## config.mk

```make
export PLATFORM = sky130hd
export DESIGN_NAME = acc_comparator_control_status
export DESIGN_NICKNAME = d
export VERILOG_FILES = /design/src/acc_pkg.sv /design/src/acc_sync.sv /design/src/acc_comparator_control_status.sv
export SDC_FILE = /design/constraint.sdc
export NUM_CORES = 1
export LEC_CHECK = 0
export CAP_MARGIN = 10
export CORE_ASPECT_RATIO = 0.6
export CORE_MARGIN = 3
export CORE_UTILIZATION = 45
export CTS_CLUSTER_DIAMETER = 150
export DETAILED_ROUTE_END_ITERATION = 16
export DONT_BUFFER_PORTS = 1
export PLACE_DENSITY = 0.7
export SYNTH_ARGS = -nofsm -noshare
export SYNTH_HDL_FRONTEND = slang
export SYNTH_SLANG_ARGS = --single-unit
```

## constraint.sdc

```tcl
create_clock -name mclk -period 1.7 [get_ports mclk]
set_clock_uncertainty 0.15 [all_clocks]
set_input_delay 0 -clock mclk [delete_from_list [all_inputs] [get_ports mclk]]
set_output_delay 0 -clock mclk [all_outputs]
set_load 0.01 [all_outputs]
```

## src/acc_pkg.sv

```systemverilog
package acc_pkg;

    // Bus widths
    localparam int ACC_AW = 8;
    localparam int ACC_DW = 32;

    // Register indices; byte address is four times the index
    localparam logic [7:0] ACC_IDX_CS = 8'h2c;
    localparam logic [7:0] ACC_IDX_INSEL = 8'h2d;
    localparam logic [7:0] ACC_IDX_DAC = 8'h2e;
    localparam logic [7:0] ACC_IDX_PIN = 8'h2f;
    localparam logic [7:0] ACC_IDX_ISTAT = 8'h30;
    localparam logic [7:0] ACC_IDX_ICLR = 8'h31;
    localparam logic [7:0] ACC_IDX_IEN = 8'h32;

    // Control/status field positions
    localparam int ACC_CS_ENABLE = 7;
    localparam int ACC_CS_HYSTERESIS_SELECT = 6;
    localparam int ACC_CS_FLAG = 5;
    localparam int ACC_CS_IRQEN = 4;
    localparam int ACC_CS_RESULT = 3;
    localparam int ACC_CS_PADEN = 2;
    localparam int ACC_CS_SENS_HI = 1;
    localparam int ACC_CS_SENS_LO = 0;

    // Writable bit masks
    localparam logic [7:0] ACC_INSEL_MASK = 8'h33;
    localparam logic [7:0] ACC_DAC_MASK = 8'hff;
    localparam logic [7:0] ACC_PIN_MASK = 8'h07;
    localparam logic [7:0] ACC_IRQ_MASK = 8'h07;

    // Reset values
    localparam logic [7:0] ACC_RST_BYTE = 8'h00;

    // Interrupt status bit positions
    localparam int ACC_IS_MATCH = 0;
    localparam int ACC_IS_RISE = 1;
    localparam int ACC_IS_FALL = 2;

    // Synchroniser depth
    localparam int ACC_SYNC_STAGES = 2;

    typedef enum logic [1:0] {
        ACC_SENS_FALL = 2'h0,
        ACC_SENS_RISE = 2'h1,
        ACC_SENS_FALL2 = 2'h2,
        ACC_SENS_BOTH = 2'h3
    } acc_sens_type;

    typedef enum logic [0:0] {
        ACC_BUS_IDLE = 1'h0,
        ACC_BUS_ACK = 1'h1
    } acc_bus_type;

    typedef struct packed {
        logic cyc;
        logic stb;
        logic we;
        logic [3:0] sel;
        logic [ACC_AW-1:0] adr;
        logic [ACC_DW-1:0] dat;
    } acc_wbreq_type;

    typedef struct packed {
        logic enable;
        logic hysteresis_select;
        logic irqEn;
        logic padEn;
        acc_sens_type sens;
    } acc_ctrl_type;

endpackage : acc_pkg

```

## src/acc_sync.sv

```systemverilog
`timescale 1ns/1ps
module acc_sync
    import acc_pkg::*;
#(
    parameter int STAGES = ACC_SYNC_STAGES
) (
    input wire logic mclk,
    input wire logic rst_n,
    input wire logic asyncIn,
    output logic syncOut
);

    logic [STAGES-1:0] chain_r;

    // Chain of flops; only the last stage is read outside
    always_ff @(posedge mclk) begin
        if (!rst_n) begin
            chain_r <= '0;
        end else begin
            chain_r <= {chain_r[STAGES-2:0], asyncIn};
        end
    end

    assign syncOut = chain_r[STAGES-1];

endmodule : acc_sync

```

## src/acc_comparator_control_status.sv

```systemverilog
// Our own choice: the Wishbone register port.
`timescale 1ns/1ps
// Summary of operation
// RULE1: Four 8-bit registers at consecutive indices from the base, all reset to zero. The code maps seven, adding status, clear and enable at 0x30-0x32.
// RULE2: Control bit 7 enables the comparator.
// RULE3: Control bit 6 selects hysteresis, 0 low setting, 1 high setting.
// RULE4: Flag bit 5 set on matching edge of the synchronised comparator output.
// RULE5: Writing 0 clears the flag; writing 1 leaves it unchanged.
// RULE6: Control bit 4 gates the interrupt request. The code gates only the flag term with it; the status term is gated by irqEn_r.
// RULE7: Bit 3 reads the live comparator result; writes ignored.
// RULE8: Result bit is zero while the comparator is disabled.
// RULE9: Bit 2 enables driving the result onto the external pin.
// RULE10: Sensitivity 00 selects falling edge, 01 rising edge.
// RULE11: Sensitivity 10 selects falling edge, 11 both edges.
// RULE12: Keeps operating in wait mode; interrupt can wake the processor.
// RULE13: Keeps operating in deep stop mode; interrupt can wake from it.
// RULE14: Settings kept across interrupt wake; reset restores reset values.
// RULE15: Keeps operating normally in debug mode, nothing frozen.
// RULE16: Interrupt request is a level: flag and enable both set. The code also raises it when irqStat_r and irqEn_r share a set bit.
module acc_comparator_control_status
    import acc_pkg::*;
(
    input wire logic mclk,
    input wire logic rst_n,
    input wire logic wb_cyc_i,
    input wire logic wb_stb_i,
    input wire logic wb_we_i,
    input wire logic [3:0] wb_sel_i,
    input wire logic [ACC_AW-1:0] wb_adr_i,
    input wire logic [ACC_DW-1:0] wb_dat_i,
    output logic [ACC_DW-1:0] wb_dat_o,
    output logic wb_ack_o,
    input wire logic rawCompareOutput,
    output logic comparatorEnable,
    output logic hysteresisSelect,
    output logic [7:0] comparatorInputSelect,
    output logic [7:0] comparatorDacControl,
    output logic [7:0] comparatorPinEnable,
    output logic compPinOut,
    output logic compPinOe,
    output logic compIrq
);

    acc_wbreq_type req;
    acc_bus_type busState_r;
    acc_bus_type busState_nxt;
    acc_ctrl_type ctrl_r;
    logic [ACC_DW-1:0] datO_r;
    logic [ACC_DW-1:0] rdData;
    logic [7:0] regIdx;
    logic idxValid;
    logic wrStrobe;
    logic wrLane0;
    logic [7:0] wrByte;
    logic wrCs;
    logic wrInsel;
    logic wrDac;
    logic wrPin;
    logic wrIclr;
    logic wrIen;
    logic [7:0] inputSelect_r;
    logic [7:0] dacControl_r;
    logic [7:0] pinEnable_r;
    logic flag_r;
    logic syncResult;
    logic compareResult_r;
    logic resultPrev_r;
    logic riseEdge;
    logic fallEdge;
    logic matchEdge;
    logic [7:0] irqStat_r;
    logic [7:0] irqEn_r;
    logic [7:0] irqEvents;
    logic [7:0] csRead;
    logic padEnNxt;
    logic pinOut_r;

    // Bus request grouped for decode
    assign req.cyc = wb_cyc_i;
    assign req.stb = wb_stb_i;
    assign req.we = wb_we_i;
    assign req.sel = wb_sel_i;
    assign req.adr = wb_adr_i;
    assign req.dat = wb_dat_i;

    // Word index from byte address
    assign regIdx = {2'h0, req.adr[ACC_AW-1:2]};

    always_comb begin
        case (regIdx)
            ACC_IDX_CS,
            ACC_IDX_INSEL,
            ACC_IDX_DAC,
            ACC_IDX_PIN,
            ACC_IDX_ISTAT,
            ACC_IDX_ICLR,
            ACC_IDX_IEN: begin
                idxValid = 1'b1;
            end
            default: begin
                idxValid = 1'b0;
            end
        endcase
    end

    // Bus handshake: one wait state, ack for one cycle
    always_comb begin
        case (busState_r)
            ACC_BUS_IDLE: begin
                if (req.cyc && req.stb) begin
                    busState_nxt = ACC_BUS_ACK;
                end else begin
                    busState_nxt = ACC_BUS_IDLE;
                end
            end
            ACC_BUS_ACK: begin
                busState_nxt = ACC_BUS_IDLE;
            end
            default: begin
                busState_nxt = ACC_BUS_IDLE;
            end
        endcase
    end

    always_ff @(posedge mclk) begin
        if (!rst_n) begin
            busState_r <= ACC_BUS_IDLE;
        end else begin
            busState_r <= busState_nxt;
        end
    end

    assign wb_ack_o = (busState_r == ACC_BUS_ACK);

    // Write takes effect on the acknowledging edge, low byte lane only
    assign wrStrobe = wb_ack_o && req.cyc && req.stb && req.we;
    assign wrLane0 = wrStrobe && req.sel[0] && idxValid;
    assign wrByte = req.dat[7:0];
    assign wrCs = wrLane0 && (regIdx == ACC_IDX_CS);
    assign wrInsel = wrLane0 && (regIdx == ACC_IDX_INSEL);
    assign wrDac = wrLane0 && (regIdx == ACC_IDX_DAC);
    assign wrPin = wrLane0 && (regIdx == ACC_IDX_PIN);
    assign wrIclr = wrLane0 && (regIdx == ACC_IDX_ICLR);
    assign wrIen = wrLane0 && (regIdx == ACC_IDX_IEN);

    // Control fields; only the synchronous reset clears them
    always_ff @(posedge mclk) begin
        if (!rst_n) begin
            ctrl_r <= '0; // RULE1 RULE14
        end else if (wrCs) begin
            ctrl_r.enable <= wrByte[ACC_CS_ENABLE]; // RULE2
            ctrl_r.hysteresis_select <= wrByte[ACC_CS_HYSTERESIS_SELECT]; // RULE3
            ctrl_r.irqEn <= wrByte[ACC_CS_IRQEN]; // RULE6
            ctrl_r.padEn <= wrByte[ACC_CS_PADEN]; // RULE9
            ctrl_r.sens <= acc_sens_type'(wrByte[ACC_CS_SENS_HI:ACC_CS_SENS_LO]);
        end
    end

    // Input select register, reserved bits held at zero
    always_ff @(posedge mclk) begin
        if (!rst_n) begin
            inputSelect_r <= ACC_RST_BYTE; // RULE1
        end else if (wrInsel) begin
            inputSelect_r <= wrByte & ACC_INSEL_MASK;
        end
    end

    // DAC control register
    always_ff @(posedge mclk) begin
        if (!rst_n) begin
            dacControl_r <= ACC_RST_BYTE; // RULE1
        end else if (wrDac) begin
            dacControl_r <= wrByte & ACC_DAC_MASK;
        end
    end

    // Pin enable register, reserved bits held at zero
    always_ff @(posedge mclk) begin
        if (!rst_n) begin
            pinEnable_r <= ACC_RST_BYTE; // RULE1
        end else if (wrPin) begin
            pinEnable_r <= wrByte & ACC_PIN_MASK;
        end
    end

    // Bring the comparator output into the bus clock domain
    acc_sync #(
        .STAGES(ACC_SYNC_STAGES)
    ) u_sync (
        .mclk(mclk),
        .rst_n(rst_n),
        .asyncIn(rawCompareOutput),
        .syncOut(syncResult)
    );

    // Result forced low while disabled
    always_ff @(posedge mclk) begin
        if (!rst_n) begin
            compareResult_r <= 1'b0;
        end else begin
            compareResult_r <= syncResult && ctrl_r.enable; // RULE8 RULE12 RULE13 RULE15
        end
    end

    always_ff @(posedge mclk) begin
        if (!rst_n) begin
            resultPrev_r <= 1'b0;
        end else begin
            resultPrev_r <= compareResult_r;
        end
    end

    assign riseEdge = compareResult_r && !resultPrev_r; // RULE4
    assign fallEdge = !compareResult_r && resultPrev_r; // RULE4

    // Edge selection
    always_comb begin
        case (ctrl_r.sens)
            ACC_SENS_FALL: begin
                matchEdge = fallEdge; // RULE10
            end
            ACC_SENS_RISE: begin
                matchEdge = riseEdge; // RULE10
            end
            ACC_SENS_FALL2: begin
                matchEdge = fallEdge; // RULE11
            end
            ACC_SENS_BOTH: begin
                matchEdge = riseEdge || fallEdge; // RULE11
            end
            default: begin
                matchEdge = 1'b0;
            end
        endcase
    end

    // Edge flag: set wins over a clearing write
    always_ff @(posedge mclk) begin
        if (!rst_n) begin
            flag_r <= 1'b0;
        end else if (matchEdge) begin
            flag_r <= 1'b1; // RULE4
        end else if (wrCs && !wrByte[ACC_CS_FLAG]) begin
            flag_r <= 1'b0; // RULE5
        end
    end

    // Sticky event status
    assign irqEvents = {5'h00, fallEdge, riseEdge, matchEdge};

    always_ff @(posedge mclk) begin
        if (!rst_n) begin
            irqStat_r <= ACC_RST_BYTE;
        end else if (wrIclr) begin
            irqStat_r <= (irqStat_r & ~wrByte) | (irqEvents & ACC_IRQ_MASK);
        end else begin
            irqStat_r <= irqStat_r | (irqEvents & ACC_IRQ_MASK);
        end
    end

    always_ff @(posedge mclk) begin
        if (!rst_n) begin
            irqEn_r <= ACC_RST_BYTE;
        end else if (wrIen) begin
            irqEn_r <= wrByte & ACC_IRQ_MASK;
        end
    end

    // Level request, never gated by low-power or debug state
    assign compIrq = (flag_r && ctrl_r.irqEn) || (|(irqStat_r & irqEn_r)); // RULE16 RULE6 RULE12 RULE13

    // Control/status read image
    always_comb begin
        csRead = 8'h00;
        csRead[ACC_CS_ENABLE] = ctrl_r.enable;
        csRead[ACC_CS_HYSTERESIS_SELECT] = ctrl_r.hysteresis_select;
        csRead[ACC_CS_FLAG] = flag_r;
        csRead[ACC_CS_IRQEN] = ctrl_r.irqEn;
        csRead[ACC_CS_RESULT] = compareResult_r; // RULE7
        csRead[ACC_CS_PADEN] = ctrl_r.padEn;
        csRead[ACC_CS_SENS_HI:ACC_CS_SENS_LO] = ctrl_r.sens;
    end

    // Read mux; unmapped and write-only indices read zero
    always_comb begin
        rdData = '0;
        case (regIdx)
            ACC_IDX_CS: begin
                rdData[7:0] = csRead;
            end
            ACC_IDX_INSEL: begin
                rdData[7:0] = inputSelect_r;
            end
            ACC_IDX_DAC: begin
                rdData[7:0] = dacControl_r;
            end
            ACC_IDX_PIN: begin
                rdData[7:0] = pinEnable_r;
            end
            ACC_IDX_ISTAT: begin
                rdData[7:0] = irqStat_r;
            end
            ACC_IDX_IEN: begin
                rdData[7:0] = irqEn_r;
            end
            default: begin
                rdData = '0;
            end
        endcase
    end

    // Read data captured as the answer is issued
    always_ff @(posedge mclk) begin
        if (!rst_n) begin
            datO_r <= '0;
        end else if (busState_r == ACC_BUS_IDLE && req.cyc && req.stb) begin
            datO_r <= rdData;
        end
    end

    assign wb_dat_o = datO_r;

    // Analog-side controls
    assign comparatorEnable = ctrl_r.enable; // RULE2
    assign hysteresisSelect = ctrl_r.hysteresis_select; // RULE3
    assign comparatorInputSelect = inputSelect_r;
    assign comparatorDacControl = dacControl_r;
    assign comparatorPinEnable = pinEnable_r;

    // Output pad, registered; follows the same-edge padEn update so it never leads the pad enable
    assign padEnNxt = wrCs ? wrByte[ACC_CS_PADEN] : ctrl_r.padEn;

    always_ff @(posedge mclk) begin
        if (!rst_n) begin
            pinOut_r <= 1'h0;
        end else begin
            pinOut_r <= syncResult && ctrl_r.enable && padEnNxt; // RULE8 RULE9
        end
    end

    assign compPinOut = pinOut_r; // RULE9
    assign compPinOe = ctrl_r.padEn; // RULE9

endmodule : acc_comparator_control_status

```

======== Word-level counts from Yosys, hierarchy flattened ========
Index checks and enable logic that the tools add are counted.
operators by class
  eq/ne operators ......................... 10
  add/subtract/negate cells ............... 0
  mux-type cells .......................... 9
  bitwise logic cells ..................... 6
  shift operators ......................... 0
  multiply operators ...................... 0
  reductions and logical operators ........ 30
  divide/modulo/power cells ............... 0
  magnitude comparators ................... 0
operators by type and width
  cell                number
  $pmux 8 s6          1
  $eq 6x6->1 const B  7
  $logic_and 1x1->1   20
  $or 8x3->8          2
  $and 8x3->8         1
  $and 8x8->8         1
  $mux 8              1
  $not 8->8           1
  $reduce_or 8->1     1
  $reduce_or 7->1     1
  $mux 1              5
  $eq 2x2->1 const B  2
  $logic_not 1->1     3
  $pmux 1 s3          1
  $eq 2x1->1 const B  1
  $logic_not 2->1     1
  $logic_or 1x1->1    2
  $pmux 1 s2          1
  $reduce_bool 2->1   1
  $reduce_or 2->1     1
  $not 1->1           1
storage, ports and cells
  ROM bits ................................ 0
  bits of input ports ..................... 50
  memories kept ........................... 0
  memory bits (writable) .................. 0
  logic and storage cells ................. 72
  output and inout port bits .............. 62
  bits in latches ......................... 0
  register bits ........................... 47

======== Longest topological paths before layout ========
  depth in word-level cells ............... 9
  mapped depth ............................ 6
  depth with buffers taken out ............ 6

======== By module ========
Synthesis repeated with hierarchy kept, for this count alone.
second synthesis, totals
  cells, all modules ...................... 256
  area, all modules ....................... 2332.2 sq um
modules (own cells, without submodules)
  module                         instances  cells each  area each (sq um)
  acc_comparator_control_status  1          252         2279.7
  acc_sync                       1          4           52.6

======== Worst setup path before layout ========
OpenSTA, ideal clock, no wires.
  path kind ............................... reg2reg
  start point ............................. register busState_r (netlist: wb_ack_o)
  end point ............................... register irqStat_r[0]
  path slack .............................. 0.057 ns
  setup time .............................. 0.115 ns
  path buffers ............................ 0
  stages on the path, launching flop included .. 5
  required time ........................... 1.435 ns
  data arrival time ....................... 1.379 ns
  period minus slack after synthesis ...... 1.643 ns
  path through ............................ dfxtp_1 -> nand4_2 -> nor4_4 -> a21boi_1 -> o21a_1
between the ends
  word-level cells in the longest chain between the ends .. 7
RTL lines
  what                            line                                  text
  start: declaration              acc_comparator_control_status.sv:45   acc_bus_type busState_r;
  start signal: assignment        acc_comparator_control_status.sv:129  busState_r <= busState_nxt;
  $logic_and 1x1->1 (3 in a row)  acc_comparator_control_status.sv:136  assign wrStrobe = wb_ack_o && req.cyc && req.stb && req.we;
  $logic_and 1x1->1 (2 in a row)  acc_comparator_control_status.sv:137  assign wrLane0 = wrStrobe && req.sel[0] && idxValid;
  $logic_and 1x1->1               acc_comparator_control_status.sv:143  assign wrIclr = wrLane0 && (regIdx == ACC_IDX_ICLR);
  $mux 8                          acc_comparator_control_status.sv:254  end else if (wrIclr) begin
  end signal: assignment          acc_comparator_control_status.sv:255  irqStat_r <= (irqStat_r & ~wrByte) | (irqEvents & ACC_IRQ_MASK);
  end signal: assignment          acc_comparator_control_status.sv:257  irqStat_r <= irqStat_r | (irqEvents & ACC_IRQ_MASK);
  end: declaration                acc_comparator_control_status.sv:71   logic [7:0] irqStat_r;
No other way between the ends.
A chain may end at the register's enable or synchronous reset.

======== Worst setup path in the final report ========
  start point ............................. register busState_r (netlist: wb_ack_o)
  end point ............................... register flag_r
between the ends
  word-level cells in the longest chain between the ends .. 8
RTL lines
  what                            line                                  text
  $logic_and 1x1->1 (3 in a row)  acc_comparator_control_status.sv:136
  $logic_and 1x1->1 (2 in a row)  acc_comparator_control_status.sv:137
  $logic_and 1x1->1               acc_comparator_control_status.sv:139  assign wrCs = wrLane0 && (regIdx == ACC_IDX_CS);
  $logic_and 1x1->1               acc_comparator_control_status.sv:243  end else if (wrCs && !wrByte[ACC_CS_FLAG]) begin
  $reduce_bool 2->1 (no line)     n/a
  end signal: assignment          acc_comparator_control_status.sv:240  flag_r <= 1'b0;
  end signal: assignment          acc_comparator_control_status.sv:242  flag_r <= 1'b1;
  end signal: assignment          acc_comparator_control_status.sv:244  flag_r <= 1'b0;
  end: declaration                acc_comparator_control_status.sv:64   logic flag_r;
No other way between the ends.

==> flow_metrics.tcl <==
set metrics [dict create \
    outcome "completed" \
    crit_end "flag_r$_SDFFE_PN0P_" \
    setup_tns_ps 0 \
    synth_cells 276 \
    cts_tree "done" \
    antenna_found_initial 0 \
    gr-usage-met2_pct 23.67 \
    synth_edf_count 0 \
    timing.slew.headroom_pct 55.67 \
    synth_seq_cells 47 \
    crit_arrival_ps 1690 \
    gp_congestion 0.8219 \
    synth_flop_cell "dfxtp_1" \
    r2r_end "flag_r$_SDFFE_PN0P_" \
    fin_nets 346 \
    regArea_sq_um 940.9 \
    grt_pass1_wl_um 9018 \
    antenna_cells 0 \
    placedCellCount 333 \
    initial_core_util_pct 49.16 \
    antenna_left 0 \
    yosysUniqueCellTypes 43 \
    timing.fmax_ghz 0.6120 \
    rsz0062_at_grt "true" \
    cp.depth 5 \
    post_cts_buffers 0 \
    first_iter_violations 167 \
    slowest_stage "dfxtp_1" \
    port_buffers 0 \
    grt_max_degree 71 \
    critPathLaunchType "flip-flop" \
    grt_overflow 0 \
    setup_slack_ps 65.96 \
    routed_wl_um 5888 \
    gr-usage-met1_pct 27.47 \
    die_x_um 99.74 \
    crit_chain "nand4_2, nor4b_2, buf_4, a21boi_0, o21a_1" \
    layout_common_cells "dfxtp_1, nand2_1, conb_1, o21ai_0, nand3_1" \
    maxCapViolations 0 \
    path_delay_family "simple AND/OR/NAND/NOR gates" \
    end_kind "flip-flop" \
    drv_slew 0 \
    syn_area_per_cell_sq_um 8.595 \
    core_area_sq_um 4826 \
    final_cells 358 \
    dr.pass1.iters 5 \
    critPathKind "reg -> reg" \
    r2r_slack_ps 70 \
    period_share_pct 96.12 \
    grt.busiest_layer "met1" \
    multi_input_area_sq_um 1240 \
    fillers 442 \
    power_density_nw_per_um2 741.3 \
    final-setup-viol-count 0 \
    r2r-start "wb_ack_o$_SDFF_PP0_" \
    dp_slack_ps 67.31 \
    worst_pin_slew_ps 665.0 \
    vias 1926 \
    cts.sinks 47 \
    hold_viol 0 \
    p_leak_nw 0.9847 \
    syn_area_sq_um 2372 \
    ios 112 \
    ctsRootBufferMaster "clkbuf_8" \
    required_ps 1750 \
    ff2ff_path_depth 5 \
    min_period_ps 1634 \
    yosysSeqAreaShare_pct 39.66 \
    timing.hold.ws_ps 27.38 \
    min_path_type "in -> reg" \
    insertion_delay_ps 300 \
    drive_gt1_share_pct 11.53 \
    dp_hpwl_um 4144 \
    grtUsageMet3_pct 7.718 \
    yosysWarnings 0 \
    die-area_sq_um 6208 \
    final_common_cell "dfxtp_1" \
    drc 0 \
    cts_inserted_buffers 5 \
    rows 19 \
    viasPerCell 5.380 \
    crit_buf_inv 1 \
    max_stage_delay_ps 360 \
    fp.dieH_um 62.24 \
    worstHoldStart "wb_adr_i[5]" \
    critPathMaxFanout 11 \
    htree_levels 2 \
    grt_use_total_pct 18.11 \
    peakVddDrop_uv 373.3 \
    wl_per_cell_um 16.45 \
    grt_pass1_vias 1732 \
    finalPower_mw 1.961 \
    clk_pin_slew_ps 90 \
    async_flop_share_pct 0 \
    clock_path_buffers 2 \
    setup.worst_path.start "wb_ack_o$_SDFF_PP0_" \
    area_growth_pct 11.50 \
]
## cell type report
cell class	count	area share (%)
multi-input combinational	208	46.88
tap	63	2.980
sequential	47	35.57
timing repair buffer	27	10.50
inverter	5	0.7096
clock buffer	5	2.602
clock inverter	3	0.7569
## power by group
| part | total, mW | switching [mW] | internal (mW) |
|---|---|---|---|
| Sequential | 1.11 | 0.00453 | 1.11 |
| Combinational | 0.171 | 0.115 | 0.0562 |
| Clock | 0.679 | 0.392 | 0.287 |
| Total | 1.96 | 0.512 | 1.45 |
## timing repair
item,4_1_cts,5_1_grt
gates resized for setup,0,3
endpoints found under the hold margin,47,0
endpoints found under the setup margin,0,5
hold buffers,17,0
## Yosys cell counts (3+ instances only)
library cell / instances / area (sq um)
a21oi_1: 13 / 65.06
a22oi_1: 5 / 37.54
and2_1: 5 / 31.28
buf_2: 5 / 25.02
buf_4: 33 / 247.7
clkbuf_1: 10 / 37.54
dfxtp_1: 47 / 940.9
inv_1: 5 / 18.77
mux2_2: 4 / 45.04
mux2i_1: 6 / 60.06
nand2_1: 34 / 127.6
nand3_1: 28 / 140.1
nor2_1: 3 / 11.26
nor2b_1: 3 / 18.77
nor3_1: 3 / 15.01
nor3b_1: 3 / 22.52
nor4_2: 3 / 37.54
o21ai_0: 31 / 155.2
## worst reg2reg max path, stage by stage (launching register included)
cell and delay [ps]:
dfxtp_1 360, nand4_2 130, nor4b_2 350, buf_4 260
a21boi_0 120, o21a_1 170
## sequential cells by signal, indices dropped and copies added (netlist names)
signal and count:
resultPrev_r 1, compareResult_r 1, compPinOut 1, irqStat_r 8
wb_ack_o 1, csRead 3, u_sync.chain_r 2, irqEn_r 3
comparatorDacControl 8, hysteresisSelect 1, compPinOe 1, comparatorPinEnable 3
comparatorEnable 1, comparatorInputSelect 4, wb_dat_o 8, flag_r 1
## through the flow
| step | utilization (%) | cell area, sq um |
|---|---|---|
| after detailed placement | 48.66 | 2349 |
| final | 54.81 | 2645 |
| after floorplan | - | 2492 |
| after global placement | 48.66 | 2349 |
| after CTS | 54.39 | 2625 |
| after global routing | 54.81 | 2645 |
## how the worst min path moves through the flow
stage | to | slack [ps] | cells past startpoint
after floorplan | irqStat_r[4]$_SDFFE_PN0N_ | -60 | 1
after detailed placement | irqStat_r[4]$_SDFFE_PN0N_ | -60 | 1
after global routing | compPinOe$_SDFFE_PN0P_ | 20 | 4
after CTS | compPinOe$_SDFFE_PN0P_ | 0.4 | 4
final | compPinOe$_SDFFE_PN0P_ | 30 | 4
after global placement | irqStat_r[6]$_SDFFE_PN0N_ | -60 | 1
## metal layers
metal | vias to the layer above | part of all wire (%)
met2 | 78 | 43
li1 | 949 | -
met1 | 897 | 45
met4 | 0 | 0.17
met3 | 2 | 12
met5 | - | 0
## logic make-up (layout without fill, tap and decap cells)
family / Yosys count / in the layout / synth area share, %
DFF: 47 / 47 / 39.66
muxes: 10 / 10 / 4.430
adders and majority gates: 2 / 2 / 1.055
other: 1 / 33 / 0.1581
buffers and inverters: 53 / 40 / 13.87
AOI/OAI and AO/OA: 66 / 66 / 16.88
and+or+nand+nor: 97 / 97 / 23.94
Power figures use the tool's default switching activity.
